<file path="src/include/boxu_pkg.sv">
// Package for the byte operation execute unit: encodings, addresses, field layouts
package boxu_pkg;
    // ****************************************************************
    // Instruction encodings
    // ****************************************************************
    localparam logic [5:0] OPC_SUM_INTO_TARGET   = 6'h07; // 0001 11
    localparam logic [5:0] OPC_MASK_REGISTER_OP  = 6'h05; // 0001 01
    localparam logic [3:0] OPC_MASK_WITH_LITERAL = 4'he;  // 1110
    localparam logic [8:0] OPC_PIN_DIR_LOAD      = 9'h000; // 0000 0000 0
    localparam logic [2:0] OPC_ABS_JUMP          = 3'h5;  // 101
    localparam logic [2:0] OPC_CALL_TOP          = 3'h4;  // 100x: call / return-literal
    // ****************************************************************
    // Register file addresses
    // ****************************************************************
    localparam logic [4:0] ADDR_TICK_COUNTER = 5'h01;
    localparam logic [4:0] ADDR_PC_LOW       = 5'h02;
    localparam logic [4:0] ADDR_IO_BANK_A    = 5'h05;
    localparam logic [4:0] ADDR_IO_BANK_B    = 5'h06;
    localparam logic [4:0] ADDR_IO_BANK_C    = 5'h07;
    // ****************************************************************
    // Field positions and reset values
    // ****************************************************************
    localparam int          PC_W            = 11;
    localparam int          PC_FORCED_BIT   = 8;   // Ninth bit of the program counter
    localparam int          NIB_CARRY_BIT   = 4;
    localparam int          BYTE_CARRY_BIT  = 8;
    localparam int          DEST_BIT        = 5;
    localparam logic [7:0]  RST_ACC         = 8'h00;
    localparam logic [7:0]  RST_DIR         = 8'hff;   // All pins high impedance
    localparam logic [7:0]  BYTE_ZERO       = 8'h00;

    // Result carrier: ALU value plus the flags it produces
    typedef struct packed {
        logic [7:0] value;
        logic       carry;
        logic       nib_carry;
        logic       zero;
    } boxu_result_t;

    // Decoded operation class
    typedef enum logic [4:0] {
        OP_NONE  = 5'b00001,
        OP_SUM   = 5'b00010,
        OP_MASKR = 5'b00100,
        OP_MASKL = 5'b01000,
        OP_DIR   = 5'b10000
    } boxu_op_t;
endpackage

</file>
<file path="src/design/boxu_top.sv">
// Byte operation execute unit: sum/mask byte ops, destination select and side effects
//
// Contract
// - PC writes except absolute jump clear the ninth bit (bit 8)
// - Port self-modify reads pin levels, not latch
// - Direction load 5/6/7 copies accumulator to bank
// - Direction bit one floats pin, output off
// - Tick counter write clears assigned prescaler
// - Add accumulator and register, update C/DC/Z
// - Target bit zero accumulator, one register
// - Literal AND into accumulator, zero flag only
`timescale 1ns/10ps
`default_nettype none
module boxu_top
    import boxu_pkg::*;
(
    input  wire logic              CLK,               // Core instruction clock, 100 MHz
    input  wire logic              RESET,             // Synchronous reset, active high
    input  wire logic              INSTR_VALID,       // Instruction word valid this cycle
    input  wire logic [11:0]       INSTR,             // Twelve bit instruction word
    input  wire logic [7:0]        REG_RDATA,         // Addressed file register contents
    input  wire logic              PRESCALER_ON_TICK, // Prescaler assigned to tick counter
    input  wire logic [7:0]        PIN_A_IN,          // Bank A pin levels (async)
    input  wire logic [7:0]        PIN_B_IN,          // Bank B pin levels (async)
    input  wire logic [7:0]        PIN_C_IN,          // Bank C pin levels (async)
    input  wire logic              STATUS_CARRY_IN,   // Current carry flag
    input  wire logic              STATUS_NIB_IN,     // Current nibble overflow flag
    input  wire logic              STATUS_ZERO_IN,    // Current zero flag
    output logic [4:0]             REG_ADDR,          // Register address, registered
    output logic                   REG_WE,            // Register write strobe
    output logic [7:0]             REG_WDATA,         // Register write data
    output logic                   PC_WRITE,          // Program counter write pulse
    output logic                   PC_BIT8_FORCE,     // Forced value of ninth PC bit
    output logic [7:0]             ACC,               // Accumulator
    output logic                   FLAG_CARRY,        // Carry flag
    output logic                   FLAG_NIB,          // Nibble overflow flag
    output logic                   FLAG_ZERO,         // Zero flag
    output logic                   PRESCALER_CLR,     // Prescaler clear pulse
    output logic [7:0]             DIR_A,             // Bank A direction latches
    output logic [7:0]             DIR_B,             // Bank B direction latches
    output logic [7:0]             DIR_C,             // Bank C direction latches
    output logic [7:0]             PIN_A_OE_N,        // Bank A output enable, low drives
    output logic [7:0]             PIN_B_OE_N,        // Bank B output enable, low drives
    output logic [7:0]             PIN_C_OE_N         // Bank C output enable, low drives
);

    // ****************************************************************
    // Functions
    // ****************************************************************

    // Eight-bit add with carries out of bit 7 and bit 3
    function automatic boxu_result_t do_sum(input logic [7:0] a, input logic [7:0] b);
        logic [8:0]   full;
        logic [4:0]   low;
        boxu_result_t r;
        full = {1'b0, a} + {1'b0, b};
        low = {1'b0, a[3:0]} + {1'b0, b[3:0]};
        r.value = full[7:0];
        r.carry = full[BYTE_CARRY_BIT];
        r.nib_carry = low[NIB_CARRY_BIT];
        r.zero = (full[7:0] == BYTE_ZERO);
        return r;
    endfunction

    // Byte AND, only the zero flag is meaningful
    function automatic boxu_result_t do_mask(input logic [7:0] a, input logic [7:0] b);
        boxu_result_t r;
        r.value = a & b;
        r.carry = 1'b0;
        r.nib_carry = 1'b0;
        r.zero = ((a & b) == BYTE_ZERO);
        return r;
    endfunction

    // ****************************************************************
    // Pin synchronisers
    // ****************************************************************
    logic [7:0] pa_s1_reg, pa_s2_reg, pb_s1_reg, pb_s2_reg, pc_s1_reg, pc_s2_reg;

    // Two stages since pins are asynchronous; only the second stage is read
    always_ff @(posedge CLK) begin
        pa_s1_reg <= PIN_A_IN;
        pa_s2_reg <= pa_s1_reg;
        pb_s1_reg <= PIN_B_IN;
        pb_s2_reg <= pb_s1_reg;
        pc_s1_reg <= PIN_C_IN;
        pc_s2_reg <= pc_s1_reg;
    end

    // ****************************************************************
    // Decode
    // ****************************************************************
    boxu_op_t   op;
    logic [4:0] faddr;
    logic       dest_reg;
    logic [7:0] operand;
    logic       pc_target;

    // Classify the instruction and select the file operand
    always_comb begin
        faddr = INSTR[4:0];
        dest_reg = INSTR[DEST_BIT];
        op = OP_NONE;
        if (INSTR_VALID) begin
            if (INSTR[11:6] == OPC_SUM_INTO_TARGET) begin
                op = OP_SUM;
            end else if (INSTR[11:6] == OPC_MASK_REGISTER_OP) begin
                op = OP_MASKR;
            end else if (INSTR[11:8] == OPC_MASK_WITH_LITERAL) begin
                op = OP_MASKL;
            end else if (INSTR[11:3] == OPC_PIN_DIR_LOAD) begin
                op = OP_DIR;
            end
        end
        // A port read as its own operand sees the pins, not the latch
        case (faddr)
            ADDR_IO_BANK_A: operand = pa_s2_reg;
            ADDR_IO_BANK_B: operand = pb_s2_reg;
            ADDR_IO_BANK_C: operand = pc_s2_reg;
            default:        operand = REG_RDATA;
        endcase
        // Control transfers other than the absolute jump rewrite the PC
        pc_target = INSTR_VALID && (INSTR[11:9] == OPC_CALL_TOP);
    end

    // ****************************************************************
    // Execute
    // ****************************************************************
    boxu_result_t res;
    logic [7:0]   acc_reg, acc_next;
    logic         c_reg, c_next, dc_reg, dc_next, z_reg, z_next;
    logic [4:0]   addr_reg, addr_next;
    logic         we_reg, we_next;
    logic [7:0]   wdata_reg, wdata_next;
    logic         pcw_reg, pcw_next;
    logic         pclr_reg, pclr_next;
    logic [7:0]   dira_reg, dira_next, dirb_reg, dirb_next, dirc_reg, dirc_next;
    logic         file_write;

    // Next state of accumulator, flags, register write and side effects
    always_comb begin
        acc_next = acc_reg;
        c_next = c_reg;
        dc_next = dc_reg;
        z_next = z_reg;
        addr_next = faddr;
        we_next = 1'b0;
        wdata_next = wdata_reg;
        pcw_next = 1'b0;
        dira_next = dira_reg;
        dirb_next = dirb_reg;
        dirc_next = dirc_reg;
        res = do_mask(acc_reg, INSTR[7:0]);
        case (op)
            OP_SUM: begin
                res = do_sum(acc_reg, operand);
                c_next = res.carry;
                dc_next = res.nib_carry;
                z_next = res.zero;
            end
            OP_MASKR: begin
                res = do_mask(acc_reg, operand);
                z_next = res.zero;
            end
            OP_MASKL: begin
                res = do_mask(acc_reg, INSTR[7:0]);
                z_next = res.zero;
                acc_next = res.value;
            end
            OP_DIR: begin
                case (INSTR[2:0])
                    ADDR_IO_BANK_A[2:0]: dira_next = acc_reg;
                    ADDR_IO_BANK_B[2:0]: dirb_next = acc_reg;
                    ADDR_IO_BANK_C[2:0]: dirc_next = acc_reg;
                    default: ;
                endcase
            end
            OP_NONE: ;
            default: ;
        endcase
        file_write = 1'b0;
        if (op == OP_SUM || op == OP_MASKR) begin
            if (dest_reg) begin
                file_write = 1'b1;
                we_next = 1'b1;
                wdata_next = res.value;
            end else begin
                acc_next = res.value;
            end
        end
        // Writing the PC low byte is a computed jump; so are call and return
        pcw_next = pc_target || (file_write && faddr == ADDR_PC_LOW);
        // Tick counter written by a marked op with d = 1
        pclr_next = file_write && (faddr == ADDR_TICK_COUNTER) && PRESCALER_ON_TICK;
    end

    // Register state; direction latches reset to all inputs
    always_ff @(posedge CLK) begin
        if (RESET) begin
            acc_reg <= RST_ACC;
            c_reg <= 1'b0;
            dc_reg <= 1'b0;
            z_reg <= 1'b0;
            addr_reg <= 5'h00;
            we_reg <= 1'b0;
            wdata_reg <= BYTE_ZERO;
            pcw_reg <= 1'b0;
            pclr_reg <= 1'b0;
            dira_reg <= RST_DIR;
            dirb_reg <= RST_DIR;
            dirc_reg <= RST_DIR;
        end else begin
            acc_reg <= acc_next;
            c_reg <= c_next;
            dc_reg <= dc_next;
            z_reg <= z_next;
            addr_reg <= addr_next;
            we_reg <= we_next;
            wdata_reg <= wdata_next;
            pcw_reg <= pcw_next;
            pclr_reg <= pclr_next;
            dira_reg <= dira_next;
            dirb_reg <= dirb_next;
            dirc_reg <= dirc_next;
        end
    end

    // ****************************************************************
    // Outputs
    // ****************************************************************

    // All outputs but the constant-low PC_BIT8_FORCE are flops; OE is the latch itself, so a one floats the pin
    assign REG_ADDR = addr_reg;
    assign REG_WE = we_reg;
    assign REG_WDATA = wdata_reg;
    assign PC_WRITE = pcw_reg;
    assign PC_BIT8_FORCE = 1'b0 & pcw_reg;              // Ninth bit always written low
    assign ACC = acc_reg;
    assign FLAG_CARRY = c_reg;
    assign FLAG_NIB = dc_reg;
    assign FLAG_ZERO = z_reg;
    assign PRESCALER_CLR = pclr_reg;
    assign DIR_A = dira_reg;
    assign DIR_B = dirb_reg;
    assign DIR_C = dirc_reg;
    assign PIN_A_OE_N = dira_reg;
    assign PIN_B_OE_N = dirb_reg;
    assign PIN_C_OE_N = dirc_reg;
endmodule
`default_nettype wire

</file>
<file path="config.mk">
export PLATFORM = sky130hd
export DESIGN_NAME = boxu_top
export DESIGN_NICKNAME = d
export VERILOG_FILES = /design/src/include/boxu_pkg.sv /design/src/design/boxu_top.sv
export SDC_FILE = /design/constraint.sdc
export NUM_CORES = 1
export LEC_CHECK = 0
export BUFFER_PORTS_ARGS = -buffer_cell sky130_fd_sc_hd__buf_2
export CAP_MARGIN = 15
export CORE_AREA = 4 4 81 102
export CTS_BUF_LIST = sky130_fd_sc_hd__clkbuf_8
export CTS_CLUSTER_SIZE = 24
export DETAILED_ROUTE_END_ITERATION = 16
export DIE_AREA = 0 0 85 106
export HOLD_SLACK_MARGIN = 0.12
export PLACE_DENSITY = 0.81
export SLEW_MARGIN = 0
export SYNTH_ARGS = -nofsm -noshare
export SYNTH_HDL_FRONTEND = slang
export SYNTH_SLANG_ARGS = --single-unit
export TNS_END_PERCENT = 30
</file>
<file path="constraint.sdc">
create_clock -name CLK -period 5.13 [get_ports CLK]
set_input_delay 0.2565 -clock CLK [delete_from_list [all_inputs] [get_ports CLK]]
set_output_delay 0.2565 -clock CLK [all_outputs]
set_load 0.05 [all_outputs]
</file>
==> results.yml, run 1 <==
global_route:
  grt_pass1_vias: 3035
  grt_antenna_before_repair: 0
  grt_max_degree: 28
  globalRoute.totalOverflow: 0
  grt.total_usage_pct: 20.58
  global_route_wire_length_before_repair_um: 14790
worst_setup_path:
  critical_path_cell_count: 14
  setup.worst_path.start_class: "primary input"
  critical_path.cell_chain: "buf_2 -> nor2b_1 -> and3_1 -> nor2b_1 -> a221o_1 -> ha_1 -> inv_1 -> fa_1 -> nand2b_1 -> a21oi_1 -> xnor2_1 -> or4_1 -> or4_1 -> o21ai_0"
  crit-reg2reg-launch: "pb_s2_reg[0]"
  crit_path_end: "FLAG_ZERO"
  crit_path_max_incr_delay_ns: 0.51
  worst_r2r_path_depth: 12
  worst_setup_path_startpoint: "INSTR[0]"
  critPathTopFamily: "simple AND/OR/NAND/NOR gates"
  critPathMaxFanout: 15
  timing.critical_path.required_ns: 5.42
  timing.critical_path.to_type: "register"
  timing_worst_setup_path_type: "primary input to register"
  rr_endpoint: "FLAG_ZERO"
  reg2reg_setup_slack_ns: 2.23
  critical-path-slowest-cell: "nor2b_1"
  arrival_time_at_the_worst_endpoint_ns: 4.07
  cp_buf_inv_count: 2
routing:
  final_antenna_net_count: 0
  detailedRoute.firstIterationViolations: 198
  wl_per_cell_um: 15.79
  dr_total_vias: 3186
  drcViolationCount: 0
  totalWireLength_um: 9333
  detailed_route_vias_per_instance: 5.391
  length_of_the_first_detailed_routing_pass_in_iterations: 5
clock_tree:
  cts_tree: "yes"
  numClockSinks: 99
  max-clock-path-buffers: 2
  clock-root-buffer: "clkbuf_8"
  worstSkewPairLatency_ns: 0.36
  clkSlewWorstSetupHoldPaths_ns: 0.10
  cts.htree.levels: 3
  tritoncts.num_buffers: 9
  post-cts-setup-buffers: 0
timing:
  tightestPinTransition_ns: 1.028
  fin_crit_ns: 3.785
  timing.setup.tns_ns: 0
  grt_setup_unrepaired: "no"
  final_min_period_over_clock_period_pct: 73.79
  max_freq_mhz: 264.2
  finClkSkew_ns: 0.009746
  maxSlewHeadroom_pct: 30.94
  setup_viol: 0
  final-max-slew-violation-count: 0
  finalHoldViolations: 0
floorplanning:
  core_area_sq_mm: 0.007313
  ioPinCount: 127
  chipHeight_um: 106
  floorplan.initialDensity_pct: 51.26
  dieArea_sq_mm: 0.009010
  num_rows: 35
  chipWidth_um: 85
min_path:
  type_of_the_most_critical_hold_path: "primary input to register"
final_layout:
  utilization_after_layout_pct: 63.93
  commonest_cells_after_routing_fill_and_taps_aside: "122 x buf_2, 99 x dfxtp_1, 43 x nand2_1, 26 x nor2_1, 25 x dlygate4sd3_1"
  num-nets-final: 555
  mostFrequentLayoutCell: "buf_2"
  diodes: 0
  drive_gt1_share_pct: 28.86
  fillerInstances: 603
  area_growth_pct: 24.73
place:
  detailed_place_hpwl_um: 6698
  port_buffers: 122
  gp_congestion: 0.8981
yosys:
  synth.avg_cell_area_sq_um: 9.891
  async_reset_ff_share_pct: 0
  synth.ff_latch_count: 99
  synth.lib_cells_used.distinct: 50
  netlist_area_sq_mm: 0.003749
  synth_enable_flop_cells: 0
  synth_seq_area_share_pct: 52.87
  synth-warning-count: 0
  ys.flop_type: "dfxtp_1"
  synthesis.instances: 379
  synthTopCellsByArea: "dfxtp_1 53%, mux2i_1 5.9%, buf_4 5.0%"
  netlist.area_leader.share_pct: 52.87
  synthDominantAreaCellType: "dfxtp_1"
  synth_nets: 440
pwr:
  power.density_cell_area_mw_per_mm2: 303.1
  vdd_ir_drop_max_mv: 0.2147
  leak_pwr_nw: 2.075
job:
  max_cap_viol_count: 0
run_status:
  status: "completed"
## cell usage after synthesis (5+ instances only)
| master | instances |
|---|---|
| a22oi_1 | 5 |
| a221o_1 | 9 |
| nor3_1 | 7 |
| mux2i_1 | 22 |
| nor2b_1 | 8 |
| o211ai_1 | 7 |
| o21ai_0 | 6 |
| nand2_1 | 43 |
| nand3_1 | 18 |
| ha_1 | 9 |
| nor2_1 | 26 |
| a21oi_1 | 12 |
| buf_4 | 25 |
| inv_1 | 9 |
| clkbuf_1 | 14 |
| a211oi_1 | 5 |
| dfxtp_1 | 99 |
## report_power, final
group | switching [W] | internal [W]
Sequential | 0.00000561 | 0.000791
Combinational | 0.0000593 | 0.0000470
Clock | 0.000280 | 0.000234
Total | 0.000345 | 0.00107
## repair_timing
item / CTS / global route
gates resized for setup: 0 / 0
endpoints found under the hold margin: 24 / 1
hold buffers: 24 / 1
## area by class of cell
| class | instances | area (sq um) | area share [%] |
|---|---|---|---|
| Timing Repair Buffer | 147 | 860.8 | 18.41 |
| Sequential cell | 99 | 1982 | 42.39 |
| Inverter | 10 | 37.54 | 0.8028 |
| Clock buffer | 9 | 123.9 | 2.649 |
| Clock inverter | 7 | 83.83 | 1.793 |
| Multi-Input combinational cell | 227 | 1473 | 31.50 |
| Tap cell | 92 | 115.1 | 2.462 |
## per-stage QoR
| stage | setup WS (ns) | total power, W | cells | hold slack (ns) | instance area (sq um) |
|---|---|---|---|---|---|
| final | 1.345 | 0.001417 | 591 | 0.1929 | 4676 |
| after global placement | 1.044 | 0.0009020 | 550 | 0.3112 | 4218 |
| after floorplan | 1.468 | 0.0008718 | 379 | 0.2842 | 3749 |
| after global routing | 1.080 | 0.001476 | 591 | 0.1894 | 4676 |
| after detailed placement | 0.9960 | 0.0009052 | 550 | 0.3121 | 4218 |
| after CTS | 1.369 | 0.001426 | 590 | 0.1218 | 4666 |
## logic make-up (layout without fill, tap and decap cells)
group	after synthesis	after routing	synth area share [%]
AND/OR/NAND/NOR	125	125	16.09
flip-flops	99	99	52.87
AO/OA/AOI/OAI	64	64	12.52
buffers and inverters	53	173	7.843
multiplexers	22	22	5.874
adder cells (fa/ha/maj)	10	10	3.538
XOR/XNOR	5	5	1.168
other	1	1	0.1000
## worst min path at each step
stage                            from             to  slack [ns]  cells past startpoint
finish                       INSTR[3]    REG_ADDR[3]        0.19                      2
global route                 INSTR[3]    REG_ADDR[3]        0.19                      2
CTS                 PRESCALER_ON_TICK  PRESCALER_CLR        0.12                      2
detailed placement       pc_s1_reg[1]   pc_s2_reg[1]        0.31                      0
global placement         pb_s1_reg[5]   pb_s2_reg[5]        0.31                      0
floorplan                 PIN_A_IN[0]   pa_s1_reg[0]        0.28                      0
## per-layer routing
| metal | part of all wire, % | track usage (%) | vias to the layer above |
|---|---|---|---|
| met5 | 0 | 0 | - |
| met4 | 2.3 | 7.919 | 0 |
| met3 | 7.0 | 4.884 | 19 |
| met1 | 39 | 24.09 | 1493 |
| met2 | 52 | 35.94 | 135 |
| li1 | - | - | 1539 |
(Power assumes the default switching activity.)
==> inputs of run 2 (changes only) <==
clock period = 3.8 ns   (was 5.13 ns; I/O delays follow)
==> run 2 against run 1 <==
  * Die area unchanged
  * Via count down 1.9%
  * Global-route usage up 0.65 points
  * Combinational power up 42%
  * Flip-flop and latch count unchanged
  * Critical endpoint unchanged
==> results.yml, run 2 (synthesis results as in run 1) <==
clock_tree:
  numClockSinks: 99
  tritoncts.num_buffers: 9
  clock-root-buffer: "clkbuf_8"
  cts_tree: "yes"
  cts.htree.levels: 3
  max-clock-path-buffers: 2
  worstSkewPairLatency_ns: 0.37
  clkSlewWorstSetupHoldPaths_ns: 0.10
worst_setup_path:
  arrival_time_at_the_worst_endpoint_ns: 3.74
  critPathMaxFanout: 9
  cp_common_cell: "or4_1"
  crit-reg2reg-launch: "ACC[0]"
  critical_path.cell_chain: "dlygate4sd3_1 -> buf_2 -> nor2_1 -> and3_2 -> a221o_1 -> ha_1 -> inv_1 -> fa_1 -> nand2b_1 -> a21oi_1 -> xnor2_1 -> or4_1 -> or4_1 -> o21ai_0"
  crit_path_max_incr_delay_ns: 0.53
  setup.worst_path.start_class: "primary input"
  reg2reg_setup_slack_ns: 0.93
  timing_worst_setup_path_type: "primary input to register"
  worst_r2r_path_depth: 9
  critical-path-slowest-cell: "dlygate4sd3_1"
  critPathTopFamily: "simple AND/OR/NAND/NOR gates"
  timing.critical_path.to_type: "register"
  cp_buf_inv_count: 3
  rr_endpoint: "FLAG_ZERO"
  timing.critical_path.required_ns: 4.10
place:
  port_buffers: 122
  gp_congestion: 0.8931
  detailed_place_hpwl_um: 6834
  dpl.cell_count: 555
pwr:
  combPwrFrac_pct: 8.0
  power_switching_share_pct: 25.68
  p_switching_w: 0.0004814
  clock_power_share_pct: 34.6
  power_frac_seq_pct: 57.4
  vdd_ir_drop_max_mv: 0.3226
  design_power_total_w: 0.001875
  power.density_cell_area_mw_per_mm2: 395.6
  leak_pwr_nw: 2.108
  power_report.internal_total_w: 0.001393
final_layout:
  num-nets-final: 564
  fillerInstances: 586
  final_cells: 600
  multi_input_area_sq_mm: 0.001474
  diodes: 0
  utilization_after_layout_pct: 64.79
  mostFrequentLayoutCell: "buf_2"
  drive_gt1_share_pct: 29.53
  area_growth_pct: 26.40
  commonest_cells_after_routing_fill_and_taps_aside: "122 x buf_2, 99 x dfxtp_1, 43 x nand2_1, 29 x dlygate4sd3_1, 26 x nor2_1"
  sequential_cell_area_sq_mm: 0.001982
timing:
  tightestPinTransition_ns: 1.052
  final-max-slew-violation-count: 0
  fin_crit_ns: 3.443
  max_freq_mhz: 290.4
  hold_ws_ns: 0.1389
  maxSlewHeadroom_pct: 29.33
  setup_viol: 0
  timing.setup.tns_ns: 0
  final_min_period_over_clock_period_pct: 90.62
  finalHoldViolations: 0
  finClkSkew_ns: 0.005845
  grt_setup_unrepaired: "no"
run_status:
  status: "completed"
global_route:
  globalRoute.totalOverflow: 0
  grt_antenna_before_repair: 0
  grt_pass1_vias: 3136
  grt_max_degree: 28
  global_route_wire_length_before_repair_um: 15300
  grt.total_usage_pct: 21.23
min_path:
  hold_path_startpoint: "INSTR[11]"
  min_delay_worst_endpoint: "PC_WRITE"
  timing.hold.worst_path_depth: 3
  type_of_the_most_critical_hold_path: "primary input to register"
floorplanning:
  chipHeight_um: 106
  dieArea_sq_mm: 0.009010
  floorplan.initialDensity_pct: 51.26
  num_rows: 35
  ioPinCount: 127
  chipWidth_um: 85
  core_area_sq_mm: 0.007313
routing:
  drcViolationCount: 0
  totalWireLength_um: 9416
  detailed_route_vias_per_instance: 5.207
  detailedRoute.firstIterationViolations: 269
  length_of_the_first_detailed_routing_pass_in_iterations: 4
  wl_per_cell_um: 15.69
  dr_total_vias: 3124
  final_antenna_net_count: 0
job:
  max_cap_viol_count: 0
run 2: changes by cell type in the layout (fill, tap and decap cells not counted), sizes merged:
cell	previous run	this run
bufinv	1	0
inv	12	13
buf	122	127
dlygate4sd3	25	29
run 2: tightest hold or removal path: stages:
cell and delay [ns]:
buf_2 0.11, nand4_1 0.11, nand2_1 0.05
run 2: layout make-up:
cell class | count | area share (%)
multi-input combinational | 227 | 31.11
inverter | 10 | 0.7922
clock inverter | 7 | 1.426
clock buffer | 9 | 2.614
timing repair buffer | 156 | 19.80
sequential | 99 | 41.83
tap | 92 | 2.429
run 2: routing by layer:
metal / global-route usage, % / routed length, um / vias to the layer above
met5: 0 / 0 / -
met4: 6.900 / 181 / 0
met3: 5.349 / 686 / 14
met2: 37.11 / 4758 / 120
met1: 25.16 / 3790 / 1441
li1: - / - / 1549
run 2: stage by stage:
step	setup WS, ns	cell area [sq um]
after floorplan	0.2046	3749
after global placement	0.4618	4255
after detailed placement	0.4264	4255
after CTS	0.2617	4727
after global routing	0.09333	4738
final	0.3566	4738
run 2: power by group through the flow:
stage          registers, W  logic (W)  clock network (W)
6_report            0.00108   0.000150           0.000649
5_1_grt             0.00108   0.000163           0.000712
4_1_cts             0.00108   0.000147           0.000658
3_5_place_dp        0.00110   0.000125                  0
3_3_place_gp        0.00110   0.000122                  0
2_1_floorplan       0.00111  0.0000642                  0
run 2: what timing repair did:
item / 4_1_cts / 5_1_grt
hold buffers: 28 / 1
resized for setup: 0 / 1
hold endpoints to repair: 28 / 1
endpoints found under the setup margin: 0 / 1
setup buffers: 0 / 0
run 2: worst max-delay path by stage:
stage,startpoint,endpoint,cells after the start
finish,INSTR[3],FLAG_ZERO,14
floorplan,INSTR[1],FLAG_ZERO,17
global route,INSTR[3],FLAG_ZERO,16
CTS,INSTR[3],FLAG_ZERO,14
detailed placement,INSTR[1],FLAG_ZERO,13
global placement,INSTR[1],FLAG_ZERO,13
==> inputs of run 3 (changes only) <==
==> constraint.sdc (replaced) <==
create_clock -name CLK -period 3.8 [get_ports CLK]
set_input_delay 0.57 -clock CLK [delete_from_list [all_inputs] [get_ports CLK]]
set_output_delay 0.57 -clock CLK [all_outputs]
set_load 0.05 [all_outputs]
==> run 3 against run 2 <==
  * Sequential share of layout area grew 2.3 points
  * Global-route usage shrank 1.6 points
  * Sequential power is essentially flat
  * Fmax grew 5.0%
  * Non-clock buffer count shrank 26
  * Critical path depth shrank 1
  * First-iteration DRC count shrank 18%
  * Via count shrank 3.7%
  * Flip-flop and latch count is the same
  * Worst hold slack gained 0.16 ns
==> results.yml, run 3 (synthesis results as in run 1) <==
run_status:
  status: "completed"
timing:
  post-route-worst-setup-slack_ns: 0.5217
  timing.setup.tns_ns: 0
  grt_setup_unrepaired: "no"
  final_min_period_over_clock_period_pct: 86.27
  finalHoldViolations: 0
  fin_crit_ns: 3.278
  maxSlewHeadroom_pct: 63.07
  hold_ws_ns: 0.3006
  setup_viol: 0
  final-max-slew-violation-count: 0
  max_freq_mhz: 305.0
  finClkSkew_ns: 0.007720
  tightestPinTransition_ns: 0.5523
min_path:
  type_of_the_most_critical_hold_path: "primary input to register"
final_layout:
  fillerInstances: 633
  drive_gt1_share_pct: 31.74
  sequential_cell_area_sq_mm: 0.001982
  final_cells: 574
  diodes: 0
  mostFrequentLayoutCell: "buf_2"
  num-nets-final: 538
  multi_input_area_sq_mm: 0.001476
  commonest_cells_after_routing_fill_and_taps_aside: "122 x buf_2, 99 x dfxtp_1, 43 x nand2_1, 26 x nor2_1, 22 x mux2i_1"
  area_growth_pct: 19.76
floorplanning:
  chipHeight_um: 106
  chipWidth_um: 85
  dieArea_sq_mm: 0.009010
  core_area_sq_mm: 0.007313
  ioPinCount: 127
  num_rows: 35
  floorplan.initialDensity_pct: 51.26
worst_setup_path:
  cp_buf_inv_count: 2
  cp_common_cell: "a21oi_1"
  setup.worst_path.start_class: "primary input"
  arrival_time_at_the_worst_endpoint_ns: 3.57
  critPathMaxFanout: 6
  timing.critical_path.to_type: "register"
  critPathTopFamily: "simple AND/OR/NAND/NOR gates"
  timing_worst_setup_path_type: "primary input to register"
  critical-path-slowest-cell: "or4_1"
  critical_path.cell_chain: "buf_2 -> nor2_1 -> nand3_1 -> nor2b_1 -> buf_4 -> a221o_1 -> ha_1 -> a21oi_1 -> a21oi_1 -> nor3b_1 -> a311o_1 -> or4_1 -> o21ai_0"
  crit_path_max_incr_delay_ns: 0.48
  timing.critical_path.required_ns: 4.09
clock_tree:
  tritoncts.num_buffers: 9
  clkSlewWorstSetupHoldPaths_ns: 0.10
  cts_tree: "yes"
  numClockSinks: 99
  cts.hold.buffers_added: 0
  clock-root-buffer: "clkbuf_8"
  max-clock-path-buffers: 2
  cts.htree.levels: 3
  cts.repair.resized: 0
  post-cts-setup-buffers: 0
  worstSkewPairLatency_ns: 0.36
routing:
  wl_per_cell_um: 15.21
  detailedRoute.firstIterationViolations: 220
  detailed_route_vias_per_instance: 5.242
  dr_total_vias: 3009
  final_antenna_net_count: 0
  length_of_the_first_detailed_routing_pass_in_iterations: 4
  totalWireLength_um: 8728
  drcViolationCount: 0
pwr:
  power.density_cell_area_mw_per_mm2: 421.5
  leak_pwr_nw: 2.010
  vdd_ir_drop_max_mv: 0.3006
place:
  dpl_worst_slack_ns: 0.1693
  port_buffers: 122
  gp_congestion: 0.8911
  dpl.cell_count: 558
  detailed_place_hpwl_um: 6562
global_route:
  globalRoute.totalOverflow: 0
  global_route_wire_length_before_repair_um: 14210
  grt_max_degree: 28
  grt_antenna_before_repair: 0
  grt_pass1_vias: 2863
  grt.total_usage_pct: 19.63
job:
  max_cap_viol_count: 0
[run 3: changes by cell type in the layout (fill, tap and decap cells not counted)]
cell,before,now
a21oi_1,12,11
and3_1,2,3
dlygate4sd3_1,29,0
inv_6,1,2
buf_4,5,8
and3_2,1,0
bufinv_16,0,1
a21oi_2,0,1
inv_8,3,1
[run 3: per-stage QoR]
| stage | total power (W) | utilization [%] | instance area [sq um] |
|---|---|---|---|
| 5_1_grt | 0.001963 | 61.39 | 4489 |
| 3_3_place_gp | 0.001221 | 58.55 | 4282 |
| 2_1_floorplan | 0.001177 | - | 3755 |
| 6_report | 0.001892 | 61.39 | 4489 |
| 3_5_place_dp | 0.001226 | 58.55 | 4282 |
| 4_1_cts | 0.001909 | 61.39 | 4489 |
[run 3: report_power, final]
group          switching [W]  leakage (nW)  total [W]  internal [W]
clock               0.000374         0.102   0.000690      0.000316
sequential        0.00000751         0.818    0.00108       0.00107
combinational      0.0000767          1.09   0.000127     0.0000499
[run 3: per-layer routing]
layer	track usage [%]	vias to the layer above	routed length [um]
met5	0	-	0
met1	24.32	1358	3564
li1	-	1508	-
met2	31.94	119	4204
met4	10.75	0	289
met3	3.566	24	670
[run 3: path summary, 6_finish.rpt]
path / slack, ns / end / depth (start not counted) / from
max: 0.52 / FLAG_ZERO / 13 / INSTR[3]
min: 0.30 / pb_s1_reg[6] / 1 / PIN_B_IN[6]
max reg2reg: 1.03 / FLAG_ZERO / 12 / pc_s2_reg[0]
min reg2reg: 0.33 / pb_s2_reg[1] / 0 / pb_s1_reg[1]
[run 3: layout make-up]
cell class | instances | area share, %
multi-input combinational | 227 | 32.89
clock inverter | 7 | 1.867
tap | 92 | 2.564
inverter | 10 | 0.8361
sequential | 99 | 44.15
timing repair buffer | 130 | 14.94
clock buffer | 9 | 2.759
